`src/common/pmr_cfg.svh`:
```
// Constants of the programmer-mode read control block.
// Assumes a byte-wide socket bus and a 16-bit flash address.
`ifndef PMR_CFG_SVH
`define PMR_CFG_SVH

// ----------------------------------------
// Command bytes
// ----------------------------------------
`define PMR_CMD_READ   8'h00
`define PMR_CMD_PROG   8'h40
`define PMR_CMD_ERASE  8'h20
`define PMR_CMD_STAT   8'h71

// ----------------------------------------
// Counts and field positions
// ----------------------------------------
`define PMR_PROG_BYTES 128
`define PMR_ST_ABN_BIT 7
`define PMR_ST_CERR_BIT 6
`define PMR_POLL_END_BIT 7
`define PMR_POLL_FAIL_BIT 6
`define PMR_ADDR_W     16
`define PMR_DATA_W     8

`endif

```
`src/common/pmr_pkg.sv`:
```
// Types of the programmer-mode read control block.
// Assumes pmr_cfg.svh is included before this package.
`include "pmr_cfg.svh"

package pmr_pkg;

  // ----------------------------------------
  // Socket pins and auto-operation result
  // ----------------------------------------
  typedef struct packed {
    logic                    flash_write_permit;
    logic                    ce_n;
    logic                    oe_n;
    logic                    we_n;
    logic [`PMR_ADDR_W-1:0]  addr;
    logic [`PMR_DATA_W-1:0]  data;
  } pmr_pins_t;

  typedef struct packed {
    logic done;
    logic fail;
  } pmr_result_t;

  typedef enum logic [2:0] {
    PMR_WAIT   = 3'b000,
    PMR_READ   = 3'b001,
    PMR_PROG   = 3'b010,
    PMR_ERASE  = 3'b011,
    PMR_STATQ  = 3'b100,
    PMR_BUSY   = 3'b101,
    PMR_STATUS = 3'b110
  } pmr_mode_t;

endpackage

```
`src/core/pmr_pin_sync.sv`:
```
// Three-stage pin synchroniser with agreement filter.
// Assumes asynchronous pins; output changes once stages two and three agree.
`timescale 1ns/1ps

module pmr_pin_sync #(
  parameter int W = 8
) (
  input  wire logic         clock,
  input  wire logic         rst_n,
  input  wire logic [W-1:0] pin_in,
  output logic      [W-1:0] pin_out
);

  logic [W-1:0] s1_r;
  logic [W-1:0] s2_r;
  logic [W-1:0] s3_r;
  logic [W-1:0] filt_r;

  // First stage only feeds the second
  // Reset to the idle level so no false strobe edge follows reset
  always_ff @(posedge clock or negedge rst_n) begin
    if (!rst_n) begin
      s1_r <= '1;
      s2_r <= '1;
      s3_r <= '1;
    end else begin
      s1_r <= pin_in;
      s2_r <= s1_r;
      s3_r <= s2_r;
    end
  end

  // Per bit: take stage two once stage three matches it
  always_ff @(posedge clock or negedge rst_n) begin
    if (!rst_n) begin
      filt_r <= '1;
    end else begin
      filt_r <= (s2_r & ~(s2_r ^ s3_r)) | (filt_r & (s2_r ^ s3_r));
    end
  end

  assign pin_out = filt_r;

endmodule // pmr_pin_sync

```
`src/core/pmr_ctrl.sv`:
```
// Programmer-mode command and read control for the on-chip flash.
// Assumes array read data arrives one clock after the address, and an
// auto-operation engine that answers start with a one-cycle done pulse.
//
// Functional notes
// - When an auto-program or auto-erase finishes, go to command wait; status read mode holds until the next command write.
// - In memory read mode any number of reads follow with no further command.
// - In memory read mode command writes decode exactly as in command wait.
// - After power-up the block stands in memory read mode.
// - A memory read is one command write then one read per address presented.
// - Status read mode outputs the kept flags: abnormal end (auto-operation fail or command error) and command error.
`timescale 1ns/1ps
`include "pmr_cfg.svh"

module pmr_ctrl
  import pmr_pkg::*;
#(
  parameter int PROG_BYTES = `PMR_PROG_BYTES
) (
  input  wire logic                   clock,
  input  wire logic                   rst_n,
  input  wire pmr_pins_t              pins,
  input  wire logic [`PMR_DATA_W-1:0] mem_rdata,
  input  wire pmr_result_t            op_result,
  output logic [`PMR_DATA_W-1:0]      data_out_r,
  output logic                        data_oe_n_r,
  output logic [`PMR_ADDR_W-1:0]      mem_addr_r,
  output logic                        mem_rd_r,
  output logic                        prog_wr_r,
  output logic [`PMR_ADDR_W-1:0]      prog_addr_r,
  output logic [`PMR_DATA_W-1:0]      prog_data_r,
  output logic                        op_start_r,
  output logic                        op_erase_r,
  output pmr_mode_t                   mode_r
);

  // ----------------------------------------
  // Pin conditioning
  // ----------------------------------------
  pmr_pins_t                pins_f;
  logic                     flag_clr;
  logic                     we_prev_r;
  logic                     wr_ev;
  logic                     rd_act;
  logic [`PMR_DATA_W-1:0]   cmd;
  logic [7:0]               byte_cnt_r;
  logic                     end_r;
  logic                     fail_r;
  logic                     cerr_r;
  pmr_mode_t                mode_nxt;
  logic                     cmd_bad;

  pmr_pin_sync #(.W($bits(pmr_pins_t))) u_sync (
    .clock   (clock),
    .rst_n   (rst_n),
    .pin_in  (pins),
    .pin_out (pins_f)
  );

  always_ff @(posedge clock or negedge rst_n) begin
    if (!rst_n) begin
      we_prev_r <= 1'b1;
    end else begin
      we_prev_r <= pins_f.we_n;
    end
  end

  // Write taken at the rising edge of write enable, data still held there
  assign wr_ev  = !pins_f.ce_n && pins_f.we_n && !we_prev_r;
  assign rd_act = !pins_f.ce_n && !pins_f.oe_n && pins_f.we_n;
  assign cmd    = pins_f.data;

  // ----------------------------------------
  // Mode state
  // ----------------------------------------
  function automatic pmr_mode_t decode_cmd(input logic [`PMR_DATA_W-1:0] c,
                                           input logic permit);
    if (c == `PMR_CMD_READ) begin
      decode_cmd = PMR_READ;
    end else if (c == `PMR_CMD_PROG && permit) begin
      decode_cmd = PMR_PROG;
    end else if (c == `PMR_CMD_ERASE && permit) begin
      decode_cmd = PMR_ERASE;
    end else if (c == `PMR_CMD_STAT) begin
      decode_cmd = PMR_STATQ;
    end else begin
      decode_cmd = PMR_WAIT;
    end
  endfunction

  assign cmd_bad = wr_ev && (mode_r == PMR_WAIT || mode_r == PMR_READ ||
                   mode_r == PMR_STATUS) &&
                   decode_cmd(cmd, pins_f.flash_write_permit) == PMR_WAIT;

  always_comb begin
    mode_nxt = mode_r;
    unique case (mode_r)
      PMR_WAIT, PMR_READ, PMR_STATUS: begin
        if (wr_ev) begin
          mode_nxt = decode_cmd(cmd, pins_f.flash_write_permit);
        end
      end
      PMR_PROG: begin
        if (wr_ev && byte_cnt_r == 8'(PROG_BYTES - 1)) begin
          mode_nxt = PMR_BUSY;
        end
      end
      PMR_ERASE: begin
        if (wr_ev) begin
          mode_nxt = (cmd == `PMR_CMD_ERASE) ? PMR_BUSY : PMR_WAIT;
        end
      end
      PMR_STATQ: begin
        if (wr_ev) begin
          mode_nxt = (cmd == `PMR_CMD_STAT) ? PMR_STATUS : PMR_WAIT;
        end
      end
      PMR_BUSY: begin
        if (op_result.done) begin
          mode_nxt = PMR_WAIT;
        end
      end
      default: mode_nxt = PMR_WAIT;
    endcase
  end

  // Power-up lands in memory read so a blank programmer can read at once
  always_ff @(posedge clock or negedge rst_n) begin
    if (!rst_n) begin
      mode_r <= PMR_READ;
    end else begin
      mode_r <= mode_nxt;
    end
  end

  // ----------------------------------------
  // Auto-program byte collection and start
  // ----------------------------------------
  always_ff @(posedge clock or negedge rst_n) begin
    if (!rst_n) begin
      byte_cnt_r  <= 8'h00;
      prog_wr_r   <= 1'b0;
      prog_addr_r <= '0;
      prog_data_r <= '0;
    end else begin
      prog_wr_r <= mode_r == PMR_PROG && wr_ev;
      if (mode_r != PMR_PROG) begin
        byte_cnt_r <= 8'h00;
      end else if (wr_ev) begin
        byte_cnt_r  <= byte_cnt_r + 8'h01;
        prog_addr_r <= pins_f.addr;
        prog_data_r <= pins_f.data;
      end
    end
  end

  always_ff @(posedge clock or negedge rst_n) begin
    if (!rst_n) begin
      op_start_r <= 1'b0;
      op_erase_r <= 1'b0;
    end else begin
      op_start_r <= mode_nxt == PMR_BUSY && mode_r != PMR_BUSY;
      if (mode_nxt == PMR_BUSY && mode_r != PMR_BUSY) begin
        op_erase_r <= mode_r == PMR_ERASE;
      end
    end
  end

  // ----------------------------------------
  // Result flags, kept until the next command write
  // ----------------------------------------
  // Status command writes keep the code; writes refused while busy clear nothing
  assign flag_clr = wr_ev && !(mode_r inside {PMR_STATQ, PMR_BUSY}) &&
                    mode_nxt != PMR_STATQ;

  always_ff @(posedge clock or negedge rst_n) begin
    if (!rst_n) begin
      end_r  <= 1'b0;
      fail_r <= 1'b0;
      cerr_r <= 1'b0;
    end else begin
      if (mode_r == PMR_BUSY && op_result.done) begin
        end_r  <= 1'b1;
        fail_r <= op_result.fail;
      end else if (flag_clr) begin
        end_r  <= 1'b0;
        fail_r <= 1'b0;
      end
      // Set wins over clear in the same cycle
      if (cmd_bad || (wr_ev && mode_r inside {PMR_ERASE, PMR_STATQ} &&
          mode_nxt == PMR_WAIT)) begin
        cerr_r <= 1'b1;
      end else if (flag_clr) begin
        cerr_r <= 1'b0;
      end
    end
  end

  // ----------------------------------------
  // Read data path
  // ----------------------------------------
  always_ff @(posedge clock or negedge rst_n) begin
    if (!rst_n) begin
      mem_addr_r <= '0;
      mem_rd_r   <= 1'b0;
    end else begin
      mem_rd_r <= rd_act && mode_r == PMR_READ;
      if (rd_act && mode_r == PMR_READ) begin
        mem_addr_r <= pins_f.addr;
      end
    end
  end

  always_ff @(posedge clock or negedge rst_n) begin
    if (!rst_n) begin
      data_out_r  <= '0;
      data_oe_n_r <= 1'b1;
    end else begin
      data_oe_n_r <= !rd_act;
      unique case (mode_r)
        PMR_READ: data_out_r <= mem_rdata;
        PMR_STATUS: begin
          data_out_r                   <= '0;
          data_out_r[`PMR_ST_ABN_BIT]  <= fail_r | cerr_r;
          data_out_r[`PMR_ST_CERR_BIT] <= cerr_r;
        end
        default: begin
          data_out_r                     <= '0;
          data_out_r[`PMR_POLL_END_BIT]  <= end_r;
          data_out_r[`PMR_POLL_FAIL_BIT] <= fail_r | cerr_r;
        end
      endcase
    end
  end
endmodule // pmr_ctrl

```
`config.mk`:
```
export PLATFORM = sky130hd
export DESIGN_NAME = pmr_ctrl
export DESIGN_NICKNAME = d
export VERILOG_FILES = /design/src/common/pmr_pkg.sv /design/src/core/pmr_pin_sync.sv /design/src/core/pmr_ctrl.sv
export VERILOG_INCLUDE_DIRS = /design/src /design/src/common
export SDC_FILE = /design/constraint.sdc
export NUM_CORES = 1
export LEC_CHECK = 0
export BUFFER_PORTS_ARGS = -buffer_cell sky130_fd_sc_hd__buf_2
export CELL_PAD_IN_SITES_DETAIL_PLACEMENT = 0
export CELL_PAD_IN_SITES_GLOBAL_PLACEMENT = 2
export CORE_MARGIN = 8
export CORE_UTILIZATION = 34
export DETAILED_ROUTE_END_ITERATION = 12
export PLACE_DENSITY = 0.82
export SYNTH_ARGS = -nofsm -noshare
export SYNTH_HDL_FRONTEND = slang
export SYNTH_SLANG_ARGS = --single-unit
```
`constraint.sdc`:
```
create_clock -name clock -period 2.4 [get_ports clock]
set_input_delay 0.24 -clock clock [delete_from_list [all_inputs] [get_ports clock]]
set_output_delay 0.24 -clock clock [all_outputs]
set_load 0.01 [all_outputs]
```
### After elaboration in Yosys (flattened, before gate mapping)

Index checks and enable logic that the tools add are counted.

| word-level totals | value |
|---|---|
| RAM bits | 0 |
| flip-flop bits (word level) | 180 |
| bits in latches | 0 |
| memories | 0 |
| memory bits (read-only) | 0 |
| input port bits | 40 |
| output and inout port bits | 56 |

| cells by class | value |
|---|---|
| magnitude comparators | 0 |
| add/sub/neg operators | 1 |
| $mul | 0 |
| equal/unequal tests | 14 |
| divide/modulo/power cells | 0 |
| bitwise operators | 7 |
| reduce and logical (&&, ||, !) cells | 36 |
| shift-type cells | 0 |
| muxes and demuxes | 19 |

Operators with widths:

| cell | number |
|---|---|
| 28-bit AND | 2 |
| 3-bit two-way mux | 11 |
| 28-bit NOT | 1 |
| 28-bit OR | 1 |
| 28-bit bitwise XOR | 1 |
| 8-bit by 7-bit equality test with 1-bit output (second input constant) | 3 |
| 1-bit logical AND | 17 |
| 8-bit two-way mux | 2 |
| 8-bit case mux with 2 select lines | 1 |
| 3-bit case mux with 5 select lines | 1 |
| 3-bit equality test (second input constant) | 4 |
| 2-bit nonzero test | 5 |
| 3-bit logical NOT | 3 |
| 8-bit by 1-bit adder with 8-bit output (second input constant) | 1 |
| 8-bit by 6-bit equality test with 1-bit output (second input constant) | 1 |
| 8-bit logical NOT | 1 |
| 3-bit by 2-bit equality test with 1-bit output (second input constant) | 2 |
| 3-bit inequality test (second input constant) | 2 |
| 1-bit logical NOT | 5 |
| 1-bit two-way mux | 4 |
| 3-bit by 1-bit equality test with 1-bit output (second input constant) | 1 |
| 1-bit logical OR | 3 |
| 3-bit by 2-bit inequality test with 1-bit output (second input constant) | 1 |
| 3-bit OR reduction | 1 |
| other kinds (3) | 3 |

### Logic depth before layout (Yosys ltp)

Gate-level depths: netlist of the first run.

| logic depth | value |
|---|---|
| depth after elaboration | 11 |
| depth in mapped cells | 7 |
| gate-level depth less buffers | 6 |

### Cells and area by module

A second synthesis of the first run with hierarchy kept.

| unflattened totals | value |
|---|---|
| cells, all modules | 470 |
| area, all modules | 6286.0 um^2 |

By module, submodules not included:

| module | instances | cells an instance | area each (um^2) | sequential area each (um^2) |
|---|---|---|---|---|
| pmr_pin_sync | 1 | 140 | 3258.1 | 2942.8 |
| pmr_ctrl | 1 | 330 | 3027.9 | 1705.4 |

### Worst setup path after synthesis of the first run

No wires, ideal clock.

| path | value |
|---|---|
| path type | flip-flop to flip-flop |
| start point | register with a tool-made name |
| end point | register op_erase_r |
| cell stages (with the launch flop) | 7 |
| buffers on the path | 1 |
| arrival | 2107 ps |
| path slack | 165 ps |
| setup time | 128 ps |
| clock period less this slack | 2235 ps |
| cells stage by stage | dfstp_2 or3b_1 buf_2 a32o_2 or3_4 nor4_4 mux2_1 |

RTL lines:

| what | line | text |
|---|---|---|
| end signal: assignment | pmr_ctrl.sv:160 | `op_erase_r <= 1'b0;` |
| end signal: assignment | pmr_ctrl.sv:164 | `op_erase_r <= mode_r == PMR_ERASE;` |
| end: declaration | pmr_ctrl.sv:33 | `output logic op_erase_r,` |

==> results of run 1 <==
-- stage by stage --
stage	total power, mW	worst slack [ns]	area (sq um)
after CTS	7.85	0.0840	7890
final	7.73	0.0832	7910
after global placement	5.03	0.186	7010
after detailed placement	5.07	0.110	7010
after floorplan	4.44	0.165	6170
after global routing	8.14	0.00415	7910
-- per-layer routing --
layer / part of all wire, % / GRT usage (%)
met1: 45 / 15.1
met2: 47 / 19.1
met3: 5.8 / 3.94
met4: 1.5 / 5.39
met5: 0 / 0
-- cells by family (layout without fill, tap and decap cells) --
kind of cell               Yosys count  count (layout)
AOI/OAI and AO/OA                   21              21
xor gates and xnor gates             8               8
adders and majority gates           32              32
buffers and inverters               21             177
DFF                                180             180
muxes                                1               1
other                                0               1
and+or+nand+nor                    193             193
-- area by class of cell --
type / count / area share, %
sequential: 180 / 58.8
multi-input combinational: 255 / 18.4
timing repair buffer: 137 / 11.5
clock buffer: 23 / 6.17
tap: 229 / 3.62
clock inverter: 9 / 1.17
inverter: 8 / 0.380
antenna: 1 / 0.0316
-- worst reg2reg max path, delay by kind of cell (launching register included) --
family	cells	cell delay, ns
flip-flops	1	0.55
AO/OA/AOI/OAI	2	0.35
buffers and inverters	1	0.18
multiplexers	1	0.31
AND/OR/NAND/NOR	3	0.80
-- synth_stat cells (3+ instances only) --
cell type | n | area, sq um
dfstp_2 | 115 | 3020
a21oi_1 | 5 | 25.0
nand4_1 | 4 | 25.0
ha_1 | 3 | 37.5
clkbuf_1 | 8 | 30.0
inv_1 | 6 | 22.5
maj3_1 | 29 | 290
dfrtp_1 | 65 | 1630
xor2_1 | 7 | 61.3
nor3_1 | 5 | 25.0
and2_1 | 6 | 37.5
nor2_1 | 19 | 71.3
buf_2 | 4 | 20.0
o21ai_0 | 4 | 20.0
nand3_1 | 7 | 35.0
and3_1 | 3 | 18.8
nand2_1 | 130 | 488
-- where the power goes --
part           internal, mW  switching [mW]
Sequential             3.51           0.241
Clock                  1.55            1.14
Combinational         0.550           0.743
Total                  5.61            2.12
-- how the worst max path moves through the flow --
stage / startpoint / to / cells past startpoint
6_report: flip-flop / op_erase_r$_DFFE_PN0P_ / 7
5_1_grt: flip-flop / op_erase_r$_DFFE_PN0P_ / 7
4_1_cts: flip-flop / op_erase_r$_DFFE_PN0P_ / 6
3_5_place_dp: flip-flop / op_erase_r$_DFFE_PN0P_ / 6
3_3_place_gp: flip-flop / op_erase_r$_DFFE_PN0P_ / 5
2_1_floorplan: flip-flop / op_erase_r$_DFFE_PN0P_ / 6
-- repair_timing --
item / CTS / global route
hold buffers: 30 / 0
gates resized for setup: 0 / 2
setup buffers: 0 / 0
endpoints found under the setup margin: 0 / 3
endpoints found under the hold margin: 47 / 0
==> flow_summary_export.csv, run 1 <==
group,metric,value,unit
cts,cts.sinks,180,
synthesis,synth_nets,499,
pwr,power_density,977,mW/mm^2
cells_and_area,seqCellArea,0.00465,sq mm
min_path,hold_class,"primary input to flip-flop",
sta,drv_slew,0,
outcome,status,"finished, final reports clean",
min_path,hold_path_depth,2,
synthesis,synth_top_family_by_area,"simple AND/OR/NAND/NOR gates",
cts,cts.htree.levels,4,
cells_and_area,final_layout_size_suffix_gt1_share,42.3,%
cts,clkTransAtPathRegs,0.06,ns
synthesis,syn_area_per_cell,13.5,sq um
synthesis,synth-async-reset-ratio,100,%
cts,cts_root_buf,"clkbuf_16",
place,dpl.hpwl,8590,um
global_routing,antenna_found_initial,1,
routing,vias,3751,
cts,clockBufferDepth,2,
cells_and_area,final_util,44.2,%
worst_setup_path,regToRegEndpoint,"op_erase_r$_DFFE_PN0P_",
min_path,hold_end,"data_out_r[3]$_DFF_PN0_",
sta,fin_crit_sh,96.5,%
worst_setup_path,worst_setup_path_end_kind,"flip-flop",
routing,ant_nets,0,
worst_setup_path,cp-start-kind,"flip-flop",
worst_setup_path,arrival,2.62,ns
global_routing,grt_pass1_wl,21200,um
sta,fin_tns_setup,0,ns
synthesis,ys_seq_area_share,75.4,%
synthesis,synth-compound-area-share,2.39,%
sta,hold_violations,0,
synthesis,ys_types,47,
place,place_congestion,0.818,
worst_setup_path,cpPeakStageDelay,0.55,ns
worst_setup_path,crit_required,2.70,ns
floorplanning,io_pins,96,
cells_and_area,multi_input_area,0.00145,sq mm
cells_and_area,layout_commonest_cell,"nand2_1",
sta,final-setup-viol-count,0,
place,placement.io_buffers,95,
sta,tightestPinTransition,0.421,ns
floorplanning,core,0.0179,sq mm
worst_setup_path,path_cells,"or3b_1, buf_4, a21oi_1, o21a_1, nor2b_1, nor4_4, mux2_1",
synthesis,synth_mux_area_share,0.183,%
global_routing,grt-ovfl-total,0,
cells_and_area,final_cell_mix,"nand2_1, dfstp_2, buf_2",
synthesis,synth_edf_count,0,
place,dpl.cell_count,779,
routing,viasPerCell,4.45,
floorplanning,rows,49,
global_routing,grt_max_degree,73,
worst_setup_path,worstPathMaxFanout,5,
worst_setup_path,crit_buf_inv,1,
cells_and_area,final_nets,642,
routing,first_pass_iters,4,
routing,wl,12900,um
worst_setup_path,setup.worst_path.class,"flip-flop to flip-flop",
routing,drc,0,
synthesis,synth_flop_cell,"dfstp_2",
cells_and_area,final_cells,842,
floorplanning,die_w,151,um
pwr,leakage,3.68,nW
synthesis,ys_seq_elements,180,
synthesis,synth_xor_area_share,1.14,%
sta,relSlewSlack,71.6,%
sta,timing.fmax,432,MHz
job,maxCapViolations,0,
sta,hold-worst-slack,0.0253,ns
worst_setup_path,crit_family,"simple AND/OR/NAND/NOR gates",
cells_and_area,n_fill_cell,1650,
synthesis,synth_area,0.00617,sq mm
global_routing,grt_pass1_vias,4127,
sta,fin_crit,2.32,ns
floorplanning,die_area,0.0227,sq mm
global_routing,grt_usage,12.2,%
synthesis,yosys.area_share.simple,14.3,%
sta,rsz0062_at_grt,"false",
synthesis,synth_fa_ha_area_share,5.31,%
cts,cts_tree,"done",
worst_setup_path,r2r_cells,7,
cts,worstSkewPairLatency,0.42,ns
worst_setup_path,slowest_stage,"dfstp_2",
min_path,min-delay-start,"mem_rdata[3]",
cts,cts-buffers-inserted,17,
pwr,vdd_drop_max,509,uV
cells_and_area,syn_to_final_growth,28.2,%
floorplanning,start_util,34.5,%
synthesis,yosysWarnings,0,
worst_setup_path,reg2reg_slack,0.08,ns
sta,fin_worst_skew,0.00743,ns
routing,wire_per_inst,15.3,um
floorplanning,chipHeight,151,um
synthesis,synth_cells,456,
routing,dr.first_iter.drc_count,160,
Note: power is estimated with default switching activity, not from simulation.
==> run 2: changes to the inputs <==
ABC_AREA = 1   (was unset)
CTS_CLUSTER_SIZE = 8   (was unset)
PLACE_DENSITY = 0.83   (was 0.82)
==> flow_summary_export.csv, run 2 <==
group,metric,value,unit
outcome,status,"finished, final reports clean",
synthesis,syn_area_per_cell,12.6,sq um
routing,drc,0,
sta,rsz0062_at_grt,"false",
cts,cts-buffers-inserted,17,
sta,relSlewSlack,35.8,%
sta,timing.fmax,461,MHz
routing,viasPerCell,4.33,
synthesis,synth_xor_area_share,0,%
cells_and_area,n_fill_cell,1729,
cts,postCtsSetupRepairBufs,0,
synthesis,synth_cells,504,
worst_setup_path,setup.worst_path.class,"flip-flop to flip-flop",
cts,cts_resized,0,
cts,cts.sinks,180,
cells_and_area,antennaDiodeCount,0,
global_routing,grt-ovfl-total,0,
sta,hold-worst-slack,0.0314,ns
routing,wl,11900,um
routing,dr.first_iter.drc_count,175,
cts,clockBufferDepth,2,
sta,tightestPinTransition,0.962,ns
routing,wire_per_inst,13.4,um
floorplanning,die_w,153,um
worst_setup_path,arrival,2.42,ns
cts,cts.hold.buffers_added,29,
synthesis,synth_common_cells,"dfstp_2, nand2_1, dfrtp_1, inv_1, o21ai_0",
floorplanning,core,0.0185,sq mm
routing,first_pass_iters,4,
synthesis,synth_top_area_share,47.6,%
cells_and_area,final_cells,887,
synthesis,synth_flop_cell,"dfstp_2",
worst_setup_path,r2r_cells,7,
sta,hold_violations,0,
synthesis,synth_edf_count,0,
cells_and_area,final_layout_size_suffix_gt1_share,40.9,%
cts,worstSkewPairLatency,0.41,ns
worst_setup_path,slowest_stage,"dfstp_2",
worst_setup_path,crit_top_cell,"inv_2",
global_routing,grt_usage,10.8,%
floorplanning,rows,50,
routing,ant_nets,0,
place,place_congestion,0.798,
worst_setup_path,crit_start,"mode_r[0]$_DFF_PN1_",
global_routing,grt_max_degree,70,
cts,clkTransAtPathRegs,0.07,ns
synthesis,ys_seq_elements,180,
sta,fin_worst_skew,0.0132,ns
min_path,min-delay-start,"op_result[0]",
worst_setup_path,worst_setup_path_end_kind,"flip-flop",
min_path,hold_class,"primary input to flip-flop",
place,placement.io_buffers,95,
floorplanning,die_area,0.0233,sq mm
synthesis,post-synth-top-count-cell,"dfstp_2",
synthesis,synth-compound-area-share,5.44,%
sta,fin_crit_sh,90.4,%
synthesis,synth.area.top_cells,"dfstp_2, dfrtp_1, nand2_1",
synthesis,synth_fa_ha_area_share,5.01,%
cts,cts.htree.levels,4,
worst_setup_path,r2r-start,"mode_r[0]$_DFF_PN1_",
place,dpl.hpwl,8260,um
cells_and_area,final_util,42.9,%
synthesis,synth_nets,547,
global_routing,antenna_found_initial,0,
place,dpl.cell_count,826,
floorplanning,start_util,34.3,%
cts,cts_root_buf,"clkbuf_16",
synthesis,yosysWarnings,0,
cells_and_area,final_nets,683,
global_routing,grt_pass1_wl,20600,um
worst_setup_path,path_cells,"inv_2, nor3_4, inv_2, nor2_1, inv_1, nand2_1, o21ai_0",
synthesis,synth_area,0.00634,sq mm
pwr,leakage,3.69,nW
worst_setup_path,worstPathMaxFanout,32,
synthesis,ys_seq_area_share,73.3,%
worst_setup_path,regToRegEndpoint,"mem_addr_r[13]$_DFFE_PN0P_",
job,maxCapViolations,0,
pwr,p_total,8.05,mW
synthesis,synth_top_family_by_area,"simple AND/OR/NAND/NOR gates",
synthesis,yosys.area_share.simple,11.8,%
routing,vias,3839,
sta,fin_crit,2.17,ns
worst_setup_path,cpPeakStageDelay,0.60,ns
cells_and_area,syn_to_final_growth,25.2,%
floorplanning,io_pins,96,
cells_and_area,final_cell_mix,"dfstp_2, nand2_1, buf_2",
synthesis,synth-async-reset-ratio,100,%
cells_and_area,layout_commonest_cell,"dfstp_2",
sta,drv_slew,0,
synthesis,ys_types,37,
global_routing,grt_pass1_vias,4171,
sta,final-setup-viol-count,0,
worst_setup_path,cp-start-kind,"flip-flop",
worst_setup_path,crit_required,2.65,ns
floorplanning,chipHeight,153,um
pwr,power_density,1010,mW/mm^2
sta,fin_tns_setup,0,ns
synthesis,synth_mux_area_share,0,%
synthesis,synth_area_leader_cell,"dfstp_2",
pwr,vdd_drop_max,500,uV
cts,cts_tree,"done",
worst_setup_path,reg2reg_slack,0.23,ns
worst_setup_path,critPathCapture,"mem_addr_r[13]$_DFFE_PN0P_",
run 2: cell types whose count changed after synthesis, sizes merged, moves of 6 or more:
cell   before  now
inv         8   60
o21ai       4   48
nand2     130   95
nor2       19   40
nand3       7   16
xor2        7    0
and2        6    0
run 2: layer usage:
metal	vias up	global-route usage [%]	wire, um
met4	0	4.34	204
met3	11	3.18	422
met1	1886	12.9	5430
met5	-	0	0
met2	65	17.9	5820
li1	1877	-	-
run 2: layout make-up:
type | count | area, sq um | share of cell area [%]
Clock buffer | 23 | 478 | 6.02
Clock inverter | 9 | 70.1 | 0.882
Inverter | 60 | 225 | 2.83
Multi-Input combinational cell | 254 | 1410 | 17.8
Sequential cell | 180 | 4650 | 58.5
Tap cell | 234 | 293 | 3.69
Timing Repair Buffer | 127 | 820 | 10.3
run 2: where the power goes:
part	internal (mW)	leakage, nW	switching (mW)
Clock	1.42	0.262	1.14
Combinational	0.608	1.37	0.930
Sequential	3.64	2.07	0.309
Total	5.67	3.69	2.38
run 2: logic make-up (layout without fill, tap and decap cells):
| group | after synthesis | count (layout) |
|---|---|---|
| flops | 180 | 180 |
| fa+ha+maj | 31 | 31 |
| simple gates | 165 | 165 |
| buf+inv | 70 | 219 |
| compound gates | 58 | 58 |
run 2: critical path, delay by kind of cell, from the launching register on:
kind | cells | cell delay (ns)
compound gates | 1 | 0.10
buf+inv | 3 | 0.69
flops | 1 | 0.60
simple gates | 3 | 0.59
run 2: worst min path at each step:
stage / to / slack (ns) / cells after the start
global route: data_out_r[2]$_DFF_PN0_ / 0.02 / 3
detailed placement: prog_addr_r[14]$_DFFE_PN0P_ / 0.25 / 1
floorplan: byte_cnt_r[0]$_DFFE_PN0P_ / -0.06 / 0
finish: fail_r$_DFFE_PN0P_ / 0.03 / 3
CTS: fail_r$_DFFE_PN0P_ / 0.008 / 3
global placement: prog_addr_r[14]$_DFFE_PN0P_ / 0.25 / 1
run 2: metrics by stage:
step | instance area [sq um] | worst slack, ns
3_3_place_gp | 7110 | 0.322
3_5_place_dp | 7110 | 0.213
4_1_cts | 7950 | 0.193
6_report | 7950 | 0.230
5_1_grt | 7950 | 0.00510
2_1_floorplan | 6340 | 0.625
